## src/logic/ofs_pkg.sv

```systemverilog
package ofs_pkg;
  // Register byte offsets
  localparam logic [11:0] OFS_OUT_OFF = 12'h000;
  localparam logic [11:0] OFS_KIND_OFF = 12'h004;
  localparam logic [11:0] OFS_PAT_OFF = 12'h008;
  localparam logic [11:0] OFS_DELAY_OFF = 12'h00C;
  localparam logic [11:0] OFS_COMMIT_OFF = 12'h010;
  localparam logic [11:0] OFS_STAT_OFF = 12'h014;
  localparam logic [11:0] OFS_IRQ_OFF = 12'h018;
  localparam logic [11:0] OFS_MASK_OFF = 12'h01C;
  localparam logic [11:0] OFS_KEEP_OFF = 12'h020;
  // Field positions
  localparam int OFS_COMMIT_BIT = 0;
  localparam int OFS_IRQ_ENTER_BIT = 0;
  localparam int OFS_IRQ_LEAVE_BIT = 1;
  localparam int OFS_IRQ_LOST_BIT = 2;
  // Fail-safe kind codes
  localparam logic [1:0] OFS_KIND_OFF_ALL = 2'h1;
  localparam logic [1:0] OFS_KIND_PATTERN = 2'h2;
  localparam logic [1:0] OFS_KIND_HOLD = 2'h3;
  // Reset values
  localparam logic [1:0] OFS_KIND_RST = 2'h1;
  localparam logic [7:0] OFS_DELAY_RST = 8'h00;
  localparam logic [23:0] OFS_PAT_RST = 24'h00_0000;
  localparam logic [23:0] OFS_OUT_RST = 24'h00_0000;
  // Timing: clock and delay unit
  localparam longint OFS_CLK_HZ = 20000000;
  localparam longint OFS_TENTH_MS = 100;
  localparam longint OFS_TENTH_CYC = OFS_CLK_HZ * OFS_TENTH_MS / 1000;
  // Supervision window, default one second
  localparam longint OFS_WATCH_MS = 1000;
  localparam longint OFS_WATCH_CYC = OFS_CLK_HZ * OFS_WATCH_MS / 1000;
  // Active fail-safe configuration
  typedef struct packed {
    logic [1:0] kind;
    logic [7:0] delay;
    logic [23:0] pattern;
  } ofs_cfg_t;
endpackage

```

## src/logic/ofs_port.sv

```systemverilog
`timescale 1ns/1ps
// Functional notes
// Outputs follow written values in normal operation
// 24 points, bit/byte/word/dword write access; code writes whole pstrb byte lanes only, no bit access
// Host loss leads to fail-safe state
// Kind 1 turns every point off
// Kind 2 drives points from pattern
// Kind 3 holds last output values
// Pattern only used in kind 2
// Pattern one is on, zero off
// Pattern bits map to same point index
// Wait committed delay before fail-safe
// Delay is tenths of second, max 255
// Code 0 immediate, code 1 is 0.1s
// Kind staged until commit
// Pattern staged until commit
// Commit moves kind, delay, pattern together
// Commit one sends, zero does nothing
// Commit flag clears itself after transfer
// Quiet window means lost, transaction restarts
// Resume leaves fail-safe; reset kind off
module ofs_port #(
  parameter longint TENTH_CYC = ofs_pkg::OFS_TENTH_CYC,
  parameter longint WATCH_CYC = ofs_pkg::OFS_WATCH_CYC
) (
  input wire logic pclk,
  input wire logic presetn,
  input wire logic psel,
  input wire logic penable,
  input wire logic pwrite,
  input wire logic [11:0] paddr,
  input wire logic [31:0] pwdata,
  input wire logic [3:0] pstrb,
  output logic [31:0] prdata,
  output logic pready,
  output logic pslverr,
  output logic [23:0] out_points,
  output logic failsafe_active,
  output logic irq
);
  localparam logic [1:0] KIND_INVALID = 2'h0;

  ////////////////////////////////////////////////////////////////////////
  // Bus decode
  logic acc;
  logic wr;
  logic rd;
  logic mapped;
  assign acc = psel & penable & pready;
  assign wr = acc & pwrite;
  assign rd = acc & ~pwrite;

  // Merge written byte lanes into a 24-bit field
  function automatic logic [23:0] lane_merge(input logic [23:0] old,
                                             input logic [31:0] d,
                                             input logic [3:0] s);
    logic [23:0] r;
    r = old;
    for (int i = 0; i < 3; i++) begin
      if (s[i]) begin
        r[i*8 +: 8] = d[i*8 +: 8];
      end
    end
    return r;
  endfunction

  always_comb begin
    unique case (paddr)
      ofs_pkg::OFS_OUT_OFF, ofs_pkg::OFS_KIND_OFF, ofs_pkg::OFS_PAT_OFF,
      ofs_pkg::OFS_DELAY_OFF, ofs_pkg::OFS_COMMIT_OFF,
      ofs_pkg::OFS_STAT_OFF, ofs_pkg::OFS_IRQ_OFF,
      ofs_pkg::OFS_MASK_OFF, ofs_pkg::OFS_KEEP_OFF: mapped = 1'b1;
      default: mapped = 1'b0;
    endcase
  end

  ////////////////////////////////////////////////////////////////////////
  // Registers
  logic [23:0] host_out_reg;
  logic [1:0] kind_stage_reg;
  logic [7:0] delay_stage_reg;
  logic [23:0] pat_stage_reg;
  logic commit_reg;
  ofs_pkg::ofs_cfg_t cfg_reg;
  logic [2:0] irq_stat_reg;
  logic [2:0] irq_mask_reg;
  logic [23:0] out_reg;
  logic fs_reg;
  logic lost_reg;

  // Host-written point values, lane strobes select bytes/words
  always_ff @(posedge pclk or negedge presetn) begin
    if (!presetn) begin
      host_out_reg <= ofs_pkg::OFS_OUT_RST;
    end else if (wr && paddr == ofs_pkg::OFS_OUT_OFF) begin
      host_out_reg <= lane_merge(host_out_reg, pwdata, pstrb);
    end
  end

  // Staged fail-safe settings
  always_ff @(posedge pclk or negedge presetn) begin
    if (!presetn) begin
      kind_stage_reg <= ofs_pkg::OFS_KIND_RST;
      delay_stage_reg <= ofs_pkg::OFS_DELAY_RST;
      pat_stage_reg <= ofs_pkg::OFS_PAT_RST;
    end else if (wr) begin
      if (paddr == ofs_pkg::OFS_KIND_OFF && pstrb[0]) begin
        kind_stage_reg <= pwdata[1:0];
      end
      if (paddr == ofs_pkg::OFS_DELAY_OFF && pstrb[0]) begin
        delay_stage_reg <= pwdata[7:0];
      end
      if (paddr == ofs_pkg::OFS_PAT_OFF) begin
        pat_stage_reg <= lane_merge(pat_stage_reg, pwdata, pstrb);
      end
    end
  end

  // Commit flag: set by writing one, clears after transfer
  always_ff @(posedge pclk or negedge presetn) begin
    if (!presetn) begin
      commit_reg <= 1'b0;
    end else if (commit_reg) begin
      commit_reg <= 1'b0;
    end else if (wr && paddr == ofs_pkg::OFS_COMMIT_OFF && pstrb[0]) begin
      commit_reg <= pwdata[ofs_pkg::OFS_COMMIT_BIT];
    end
  end

  // Active configuration, loaded as one unit
  always_ff @(posedge pclk or negedge presetn) begin
    if (!presetn) begin
      cfg_reg <= '{kind: ofs_pkg::OFS_KIND_RST,
                   delay: ofs_pkg::OFS_DELAY_RST,
                   pattern: ofs_pkg::OFS_PAT_RST};
    end else if (commit_reg) begin
      cfg_reg <= '{kind: kind_stage_reg, delay: delay_stage_reg,
                   pattern: pat_stage_reg};
    end
  end

  ////////////////////////////////////////////////////////////////////////
  // Supervision window and delay counting
  logic [31:0] watch_cnt_reg;
  logic [31:0] tenth_cnt_reg;
  logic [7:0] tenths_reg;
  logic host_seen;
  logic enter_now;
  assign host_seen = acc;

  // Quiet-window counter, restarted by every transaction
  always_ff @(posedge pclk or negedge presetn) begin
    if (!presetn) begin
      watch_cnt_reg <= 32'h0000_0000;
      lost_reg <= 1'b0;
    end else if (host_seen) begin
      watch_cnt_reg <= 32'h0000_0000;
      lost_reg <= 1'b0;
    end else if (!lost_reg) begin
      if (watch_cnt_reg == 32'(WATCH_CYC - 1)) begin
        lost_reg <= 1'b1;
      end else begin
        watch_cnt_reg <= watch_cnt_reg + 32'h0000_0001;
      end
    end
  end

  // Delay in tenths after loss
  always_ff @(posedge pclk or negedge presetn) begin
    if (!presetn) begin
      tenth_cnt_reg <= 32'h0000_0000;
      tenths_reg <= 8'h00;
    end else if (!lost_reg || fs_reg) begin
      tenth_cnt_reg <= 32'h0000_0000;
      tenths_reg <= 8'h00;
    end else if (tenth_cnt_reg == 32'(TENTH_CYC - 1)) begin
      tenth_cnt_reg <= 32'h0000_0000;
      tenths_reg <= tenths_reg + 8'h01;
    end else begin
      tenth_cnt_reg <= tenth_cnt_reg + 32'h0000_0001;
    end
  end

  // Entry waits while a host access is completing in the same cycle
  assign enter_now = lost_reg & ~fs_reg & ~host_seen &
                     (tenths_reg >= cfg_reg.delay);

  // Fail-safe state flag
  always_ff @(posedge pclk or negedge presetn) begin
    if (!presetn) begin
      fs_reg <= 1'b0;
    end else if (host_seen) begin
      fs_reg <= 1'b0;
    end else if (enter_now) begin
      fs_reg <= 1'b1;
    end
  end

  ////////////////////////////////////////////////////////////////////////
  // Output point drive
  always_ff @(posedge pclk or negedge presetn) begin
    if (!presetn) begin
      out_reg <= ofs_pkg::OFS_OUT_RST;
    end else if (enter_now) begin
      unique case (cfg_reg.kind)
        ofs_pkg::OFS_KIND_OFF_ALL: out_reg <= 24'h00_0000;
        ofs_pkg::OFS_KIND_PATTERN: out_reg <= cfg_reg.pattern;
        ofs_pkg::OFS_KIND_HOLD: out_reg <= out_reg;
        KIND_INVALID: out_reg <= 24'h00_0000;
      endcase
    end else if (!fs_reg) begin
      out_reg <= host_out_reg;
    end
  end

  ////////////////////////////////////////////////////////////////////////
  // Interrupt status: set wins over read-clear
  logic [2:0] irq_evt;
  logic stat_rd;
  logic [2:0] irq_clr;
  assign irq_evt = {lost_reg == 1'b0 && watch_cnt_reg ==
                    32'(WATCH_CYC - 1) && !host_seen,
                    fs_reg & host_seen, enter_now};
  assign stat_rd = rd && paddr == ofs_pkg::OFS_IRQ_OFF;
  // A read clears only the bits it reported in its read data
  assign irq_clr = stat_rd ? prdata[2:0] : 3'h0;

  // Sticky status, an event never lost to a read
  always_ff @(posedge pclk or negedge presetn) begin
    if (!presetn) begin
      irq_stat_reg <= 3'h0;
    end else begin
      irq_stat_reg <= (irq_stat_reg & ~irq_clr) | irq_evt;
    end
  end

  // Mask bits, a one hides the matching status bit
  always_ff @(posedge pclk or negedge presetn) begin
    if (!presetn) begin
      irq_mask_reg <= 3'h0;
    end else if (wr && paddr == ofs_pkg::OFS_MASK_OFF && pstrb[0]) begin
      irq_mask_reg <= pwdata[2:0];
    end
  end

  // Level interrupt from unmasked status
  always_ff @(posedge pclk or negedge presetn) begin
    if (!presetn) begin
      irq <= 1'b0;
    end else begin
      irq <= |(((irq_stat_reg & ~irq_clr) | irq_evt) & ~irq_mask_reg);
    end
  end

  ////////////////////////////////////////////////////////////////////////
  // Bus answer: no wait state, registered read data
  always_ff @(posedge pclk or negedge presetn) begin
    if (!presetn) begin
      pready <= 1'b0;
      pslverr <= 1'b0;
      prdata <= 32'h0000_0000;
    end else begin
      pready <= psel & ~penable;
      pslverr <= psel & ~penable & ~mapped;
      prdata <= 32'h0000_0000;
      if (psel && !penable && !pwrite) begin
        unique case (paddr)
          ofs_pkg::OFS_OUT_OFF: prdata <= {8'h00, host_out_reg};
          ofs_pkg::OFS_STAT_OFF: prdata <= {28'h000_0000, cfg_reg.kind,
                                            lost_reg, fs_reg};
          ofs_pkg::OFS_IRQ_OFF: prdata <= {29'h0000_0000, irq_stat_reg};
          ofs_pkg::OFS_MASK_OFF: prdata <= {29'h0000_0000, irq_mask_reg};
          ofs_pkg::OFS_KEEP_OFF: prdata <= {24'h00_0000, cfg_reg.delay};
          default: prdata <= 32'h0000_0000;
        endcase
      end
    end
  end

  assign out_points = out_reg;
  assign failsafe_active = fs_reg;

  ////////////////////////////////////////////////////////////////////////
  // Checks: configuration handover
  chk_commit_clear: assert property (
    @(posedge pclk) disable iff (!presetn)
    commit_reg |=> !commit_reg) else $error("commit stuck");
  chk_commit_load: assert property (
    @(posedge pclk) disable iff (!presetn)
    commit_reg |=> cfg_reg.kind == $past(kind_stage_reg) &&
    cfg_reg.delay == $past(delay_stage_reg) &&
    cfg_reg.pattern == $past(pat_stage_reg))
    else $error("commit load wrong");
  chk_stage_hold: assert property (
    @(posedge pclk) disable iff (!presetn)
    !commit_reg |=> $stable(cfg_reg)) else $error("staged leak");
  // Checks: fail-safe entry by kind
  chk_kind_off: assert property (
    @(posedge pclk) disable iff (!presetn)
    enter_now && cfg_reg.kind == ofs_pkg::OFS_KIND_OFF_ALL |=>
    out_points == 24'h00_0000) else $error("off kind");
  chk_kind_pattern: assert property (
    @(posedge pclk) disable iff (!presetn)
    enter_now && cfg_reg.kind == ofs_pkg::OFS_KIND_PATTERN |=>
    out_points == $past(cfg_reg.pattern)) else $error("pattern");
  chk_kind_hold: assert property (
    @(posedge pclk) disable iff (!presetn)
    enter_now && cfg_reg.kind == ofs_pkg::OFS_KIND_HOLD |=>
    $stable(out_points)) else $error("hold kind");
  chk_kind_invalid: assert property (
    @(posedge pclk) disable iff (!presetn)
    enter_now && cfg_reg.kind == KIND_INVALID |=>
    out_points == 24'h00_0000) else $error("invalid kind");
  // Checks: supervision timing, normal drive and resume
  chk_delay_zero: assert property (
    @(posedge pclk) disable iff (!presetn)
    $rose(lost_reg) && cfg_reg.delay == 8'h00 && !host_seen |=>
    failsafe_active) else $error("zero delay");
  chk_no_early: assert property (
    @(posedge pclk) disable iff (!presetn)
    $rose(failsafe_active) |-> $past(tenths_reg) >= cfg_reg.delay)
    else $error("early fail-safe");
  chk_lost_window: assert property (
    @(posedge pclk) disable iff (!presetn)
    $rose(lost_reg) |-> $past(watch_cnt_reg) == 32'(WATCH_CYC - 1))
    else $error("early loss");
  chk_normal_drive: assert property (
    @(posedge pclk) disable iff (!presetn)
    !fs_reg && !enter_now |=> out_points == $past(host_out_reg))
    else $error("normal drive");
  chk_resume: assert property (
    @(posedge pclk) disable iff (!presetn)
    fs_reg && host_seen |=> !failsafe_active) else $error("resume");
  chk_seen_clears: assert property (
    @(posedge pclk) disable iff (!presetn)
    host_seen |=> !failsafe_active) else $error("entry with traffic");
  // Checks: bus answer and interrupts
  chk_ready_pulse: assert property (
    @(posedge pclk) disable iff (!presetn)
    pready |=> !pready) else $error("ready stuck");
  chk_pslverr: assert property (
    @(posedge pclk) disable iff (!presetn)
    psel && !penable && !mapped |=> pslverr) else $error("no error");
  chk_irq_masked: assert property (
    @(posedge pclk) disable iff (!presetn)
    $past(irq_mask_reg) == 3'h7 |-> !irq) else $error("masked irq");
  chk_irq_sticky: assert property (
    @(posedge pclk) disable iff (!presetn)
    !stat_rd |=> (irq_stat_reg & $past(irq_stat_reg)) ==
    $past(irq_stat_reg)) else $error("status lost");
  chk_irq_set_wins: assert property (
    @(posedge pclk) disable iff (!presetn)
    irq_evt[0] |=> irq_stat_reg[0]) else $error("entry event lost");
  // Coverage of the main scenarios
  cov_enter: cover property (@(posedge pclk) $rose(failsafe_active));
  cov_commit: cover property (@(posedge pclk) commit_reg);
  cov_resume: cover property (@(posedge pclk) $fell(failsafe_active));
  cov_pattern: cover property (@(posedge pclk)
    enter_now && cfg_reg.kind == ofs_pkg::OFS_KIND_PATTERN);
  cov_irq_clear: cover property (@(posedge pclk) stat_rd && |irq_clr);
endmodule

```

## config.mk

```make
export PLATFORM = sky130hd
export DESIGN_NAME = ofs_port
export DESIGN_NICKNAME = d
export VERILOG_FILES = /design/src/logic/ofs_pkg.sv /design/src/logic/ofs_port.sv
export SDC_FILE = /design/constraint.sdc
export NUM_CORES = 1
export LEC_CHECK = 0
export BUFFER_PORTS_ARGS = -buffer_cell sky130_fd_sc_hd__buf_4
export CAP_MARGIN = 20
export CORE_UTILIZATION = 60
export DETAILED_ROUTE_END_ITERATION = 10
export HOLD_SLACK_MARGIN = 0.1
export PLACE_DENSITY = 0.86
export SYNTH_ARGS = -nofsm -noshare
export SYNTH_HDL_FRONTEND = slang
export SYNTH_SLANG_ARGS = --single-unit
```

## constraint.sdc

```tcl
create_clock -name pclk -period 4.5 [get_ports pclk]
set_clock_uncertainty 0.2 [all_clocks]
set_input_delay 0.45 -clock pclk [delete_from_list [all_inputs] [get_ports pclk]]
set_output_delay 0.45 -clock pclk [all_outputs]
set_load 0.03 [all_outputs]
```

# ---- Yosys cells after proc, flatten, opt, wreduce, memory -nomap -nowiden
# Cells that the tools add are included.
# W data, S select, Z words.
dict set report op_classes {
  n_lt_le_gt_ge 1
  add_sub_neg 3
  reduce_logical 34
  bitwise 21
  n_eq_ne 17
  muxes 21
}
# operator count
set op_table {}
lappend op_table {{$mux W32} 5}
lappend op_table {{$pmux W24 S5} 1}
lappend op_table {{$mux W24} 3}
lappend op_table {{$add A32 B1 Y32 const B} 2}
lappend op_table {{$eq A12 B5 Y1 const B} 4}
lappend op_table {{$pmux W24 S2} 1}
lappend op_table {{$eq A32 B21 Y1 const B} 1}
lappend op_table {{$eq A32 B25 Y1 const B} 1}
lappend op_table {{$eq A12 B4 Y1 const B} 2}
lappend op_table {{$mux W8} 2}
lappend op_table {{$reduce_and A2 Y1} 7}
lappend op_table {{$eq A12 B3 Y1 const B} 1}
lappend op_table {{$eq A12 B6 Y1 const B} 1}
lappend op_table {{$logic_and A1 B1 Y1} 12}
lappend op_table {{$logic_not A12 Y1} 1}
lappend op_table {{$and A1 B1 Y1} 10}
lappend op_table {{$reduce_and A3 Y1} 3}
lappend op_table {{$reduce_or A9 Y1} 1}
lappend op_table {{$add A8 B1 Y8 const B} 1}
lappend op_table {{$ge A8 B8 Y1} 1}
lappend op_table {{$mux W1} 8}
lappend op_table {{$and A3 B3 Y3} 2}
lappend op_table {{$ne A2 B2 Y1 const B} 3}
lappend op_table {{$not A1 Y1} 6}
lappend op_table {{other kinds (12)} 18}
dict set report word_totals {
  wordCells 121
  out_inout_bits 60
  regBits 232
}

# ---- Longest topological paths before layout
dict set report logic_depth {
  word_depth 10
  ltp_mapped 8
  depth_no_buf 7
}

# ---- Least setup slack after synthesis
# No wires, ideal clock.
dict set report synth_timing {
  path_type {input-to-reg}
  start {input port paddr[3]}
  end {register host_out_reg[16]}
  required_ns 4.175
  setup_slack_ns 1.981
  cell_stages 7
  n_path_buf 2
  setup_time_ns 0.125
  arrival_ns 2.194
  path_cell_list {buf_2 > or4_1 > clkbuf_2 > nor3_2 > nand2_2 > nor3_4 > mux2_2}
}
dict set report synth_via {
  elab_chain_len 3
}
# element line_no
set synth_rtl {}
lappend synth_rtl {{from (decl)} ofs_port.sv:31} ;# input wire logic [11:0] paddr,
lappend synth_rtl {{$logic_not A12 Y1} ofs_port.sv:95} ;# end else if (wr && paddr == ofs_pkg::OFS_OUT_OFF) begin
lappend synth_rtl {{$logic_and A1 B1 Y1} ofs_port.sv:95}
lappend synth_rtl {{$reduce_and A2 Y1 (no source line)} --}
lappend synth_rtl {{to (signal assigned)} ofs_port.sv:94} ;# host_out_reg <= ofs_pkg::OFS_OUT_RST;
lappend synth_rtl {{to (signal assigned)} ofs_port.sv:96} ;# host_out_reg <= lane_merge(host_out_reg, pwdata, pstrb);
lappend synth_rtl {{to (decl)} ofs_port.sv:79} ;# logic [23:0] host_out_reg;
# Every way passes these cells.
# A chain may end at the register's enable or synchronous reset.

# ---- Worst setup path in the final report
dict set report layout_timing {
  start {input port paddr[10]}
  end {register commit_reg}
}
dict set report layout_via {
  elab_chain_len 5
}
# element line_no
set layout_rtl {}
lappend layout_rtl {{$eq A12 B5 Y1} ofs_port.sv:125} ;# end else if (wr && paddr == ofs_pkg::OFS_COMMIT_OFF && pstrb[0]) begin
lappend layout_rtl {{$logic_and A1 B1 Y1 (2 in series)} ofs_port.sv:125}
lappend layout_rtl {{$mux W1} ofs_port.sv:125}
lappend layout_rtl {{$mux W1} ofs_port.sv:123} ;# end else if (commit_reg) begin
lappend layout_rtl {{to (signal assigned)} ofs_port.sv:126} ;# commit_reg <= pwdata[ofs_pkg::OFS_COMMIT_BIT];
lappend layout_rtl {{to (decl)} ofs_port.sv:83} ;# logic commit_reg;
# Every way passes these cells.

==> results.json <==
{
  "crit_buf_inv": 5,
  "criticalPathCategory": "primary input to register",
  "io_buffers": 95,
  "drive_gt1_frac": 0.255,
  "p_clk_frac": 0.477,
  "coreArea_um2": 16800,
  "p_leak_uw": 0.00583,
  "fillers": 1045,
  "wl_per_cell_um": 19.9,
  "rsz0062_at_grt": "false",
  "synth_compound_area_frac": 0.106,
  "clk-insertion-delay-late_ps": 530,
  "synth_top_family_by_area": "simple AND/OR/NAND/NOR gates",
  "final_nets": 1098,
  "layout_min_cycle_time_ps": 3380,
  "finalWorstSetupSlack_ps": 1120,
  "cts.sinks": 224,
  "synthArstFlopShare": 1.00,
  "tightestPinTransition_ps": 1120,
  "drt_iter0_drc": 729,
  "h-tree-depth": 1,
  "synth_fa_ha_area_frac": 0.0133,
  "grt_max_degree": 115,
  "required_ps": 4770,
  "power_density_nw_per_um2": 350,
  "die-area_um2": 17800,
  "grt_pass1_vias": 8118,
  "cts_buffer_depth": 3,
  "synth_edf_count": 0,
  "drv_slew": 0,
  "ys_top_cells_by_count": "222 x dfrtp_1, 98 x nor2_1, 82 x mux2_2",
  "grt_first_pass_wirelength_um": 42100,
  "fmax_ghz": 0.296,
  "crit_path_max_incr_delay_ps": 680,
  "power_frac_seq": 0.474,
  "maxCapViolCount": 0,
  "seqCellArea_um2": 5610,
  "cp_top_family": "buffers and inverters",
  "ctsResizeCount": 0,
  "relSlewSlack": 0.249,
  "total_power_uw": 4370,
  "area_growth_pct": 20.4,
  "synth_most_common_cell": "dfrtp_1",
  "largest_register_ffs": 34,
  "die_x_um": 133,
  "avgSynthCellArea_um2": 11.4,
  "post-dp-hpwl_um": 15400,
  "fin_crit_sh": 0.751,
  "synth_cell_types": 71,
  "crit_top_cell": "dlygate4sd3_1",
  "gp_congestion": 0.817,
  "initial_core_util": 0.619,
  "arrival_ps": 3650,
  "crit_path_max_fanout": 6,
  "swShare": 0.224,
  "crit_chain": "dlygate4sd3_1, buf_4, nor3_4, dlygate4sd3_1, nand4_1, dlygate4sd3_1, nor4_1, dlygate4sd3_1",
  "wl_um": 25400,
  "postCtsSetupBuffers": 0,
  "crit_path_start_kind": "primary input",
  "finalSetupViolations": 0,
  "avgViaCountPerCell": 6.20,
  "root_buffer": "clkbuf_16",
  "power.switching_uw": 979,
  "yosysTopAreaCellShare": 0.535,
  "cts.clk_slew.worst_paths_ps": 60,
  "synth-simple-area-share": 0.159,
  "syn-cell-area_um2": 10400,
  "cts_tree": "yes",
  "yosysWarnings": 0,
  "multiInputGateArea_um2": 4470,
  "synthXorXnorAreaFrac": 0.0431,
  "p_comb_frac": 0.049,
  "cts_inserted_buffers": 24,
  "ir_worst_vdd_mv": 0.302,
  "io_pins": 113,
  "route.detailed.drc": 0,
  "ant_nets": 0,
  "synth-seq-area-share": 0.541,
  "muxShareOfSynthArea": 0.105,
  "intPower_uw": 3400,
  "die_h_um": 133,
  "synth_area_leaders": "dfrtp_1 54%, mux2_2 8.9%, nor2_1 3.5%",
  "dr.pass1.iters": 5,
  "rows": 47,
  "worst_path_max_delay_cell": "dlygate4sd3_1",
  "synthDominantAreaCellType": "dfrtp_1",
  "num_vias": 7884,
  "antenna_found_initial": 0,
  "finalHoldViolCount": 0,
  "end_kind": "register",
  "antenna_cells": 0,
  "hold_class": "primary input to register",
  "syn-instance-count": 910,
  "overflow": 0,
  "outcome": "finished, final reports clean",
  "track_usage": 0.296,
  "ys_ff_latch": 224,
  "place_worst_setup_slack_ps": 1520,
  "synth-main-ff-cell": "dfrtp_1",
  "finalSetupTns_ps": 0
}
==> per-stage QoR <==
stage                util  instances  instance area [um^2]  hold slack (ps)
floorplan               -        917                 10400            -45.6
global placement    0.674       1193                 11300              269
CTS                 0.745       1272                 12500              117
global route        0.745       1272                 12500              157
detailed placement  0.674       1193                 11300              278
finish              0.745       1272                 12500              139
==> cell type report <==
type	instances	share of cell area
clock inverters	12	0.0150
repair buffers	143	0.0946
well taps	220	0.0220
inverters	28	0.00842
flip-flops and latches	224	0.449
multi-input cells	613	0.358
clock buffers	32	0.0529
==> worst reg2reg max path: stages, from the launching register on <==
cell and delay, ps:
dfrtp_1 470, ha_1 240, or3_1 350, a211oi_1 480, o31ai_4 200, buf_4 270, a41oi_2 230, buf_4 330
o32a_1 210
==> routing by layer <==
metal | track usage | wire [um] | up-vias
met2 | 0.493 | 12700 | 297
met3 | 0.0578 | 1530 | 74
met5 | 0 | 0 | -
met4 | 0.111 | 773 | 0
li1 | - | - | 3524
met1 | 0.386 | 10400 | 3989
==> layout by cell type, fill, tap and decap left out, types with 5 or more instances in the layout <==
cell type / n
clkinv_2: 6
ha_1: 11
a21oi_1: 18
buf_4: 106
or3_1: 11
nor4b_1: 5
o21ai_0: 17
nor4_1: 9
nor2_1: 97
nor3_1: 10
conb_1: 8
clkbuf_1: 5
clkbuf_16: 24
nand2_1: 37
xnor2_1: 14
mux2_2: 82
a21boi_0: 25
nand3_1: 31
nand2b_1: 5
mux2_4: 8
dfrtp_1: 222
inv_1: 28
and3_1: 25
dlygate4sd3_1: 35
o211ai_1: 26
o32a_1: 24
nand4_1: 36
xor2_1: 37
==> power groups by stage <==
stage          clock (uW)  sequential, uW  combinational [uW]
6_report             2090            2070                 214
5_1_grt              2180            2080                 238
4_1_cts              2110            2070                 213
3_5_place_dp            0            2110                 188
3_3_place_gp            0            2110                 181
2_1_floorplan           0            2100                84.4
==> repair_timing <==
| action | in CTS | in global routing |
|---|---|---|
| hold endpoints to repair | 175 | 0 |
| hold buffers | 35 | 0 |
| endpoints found under the setup margin | 0 | 0 |
==> worst paths after layout <==
check                                   start           endpoint  slack (ps)  cells after the start
max in group asynchronous             presetn   host_out_reg[20]        2730                      3
hold / removal                       paddr[4]          prdata[0]         140                      4
setup / recovery                    paddr[10]         commit_reg        1120                      8
min in group asynchronous             presetn  watch_cnt_reg[20]         390                      2
setup reg to reg                tenths_reg[2]     out_points[21]        1470                      8
hold reg to reg            delay_stage_reg[7]        cfg_reg[31]         290                      2
==> cell families (layout without fill, tap and decap cells) <==
logic type      after synthesis  in the layout
compound gates              144            144
xor+xnor                     51             51
fa+ha+maj                    11             11
buf+inv                      80            215
flops                       224            224
mux                          94             94
other cells                   1              8
simple gates                305            305
No activity file was read; power rests on OpenSTA's default activity.
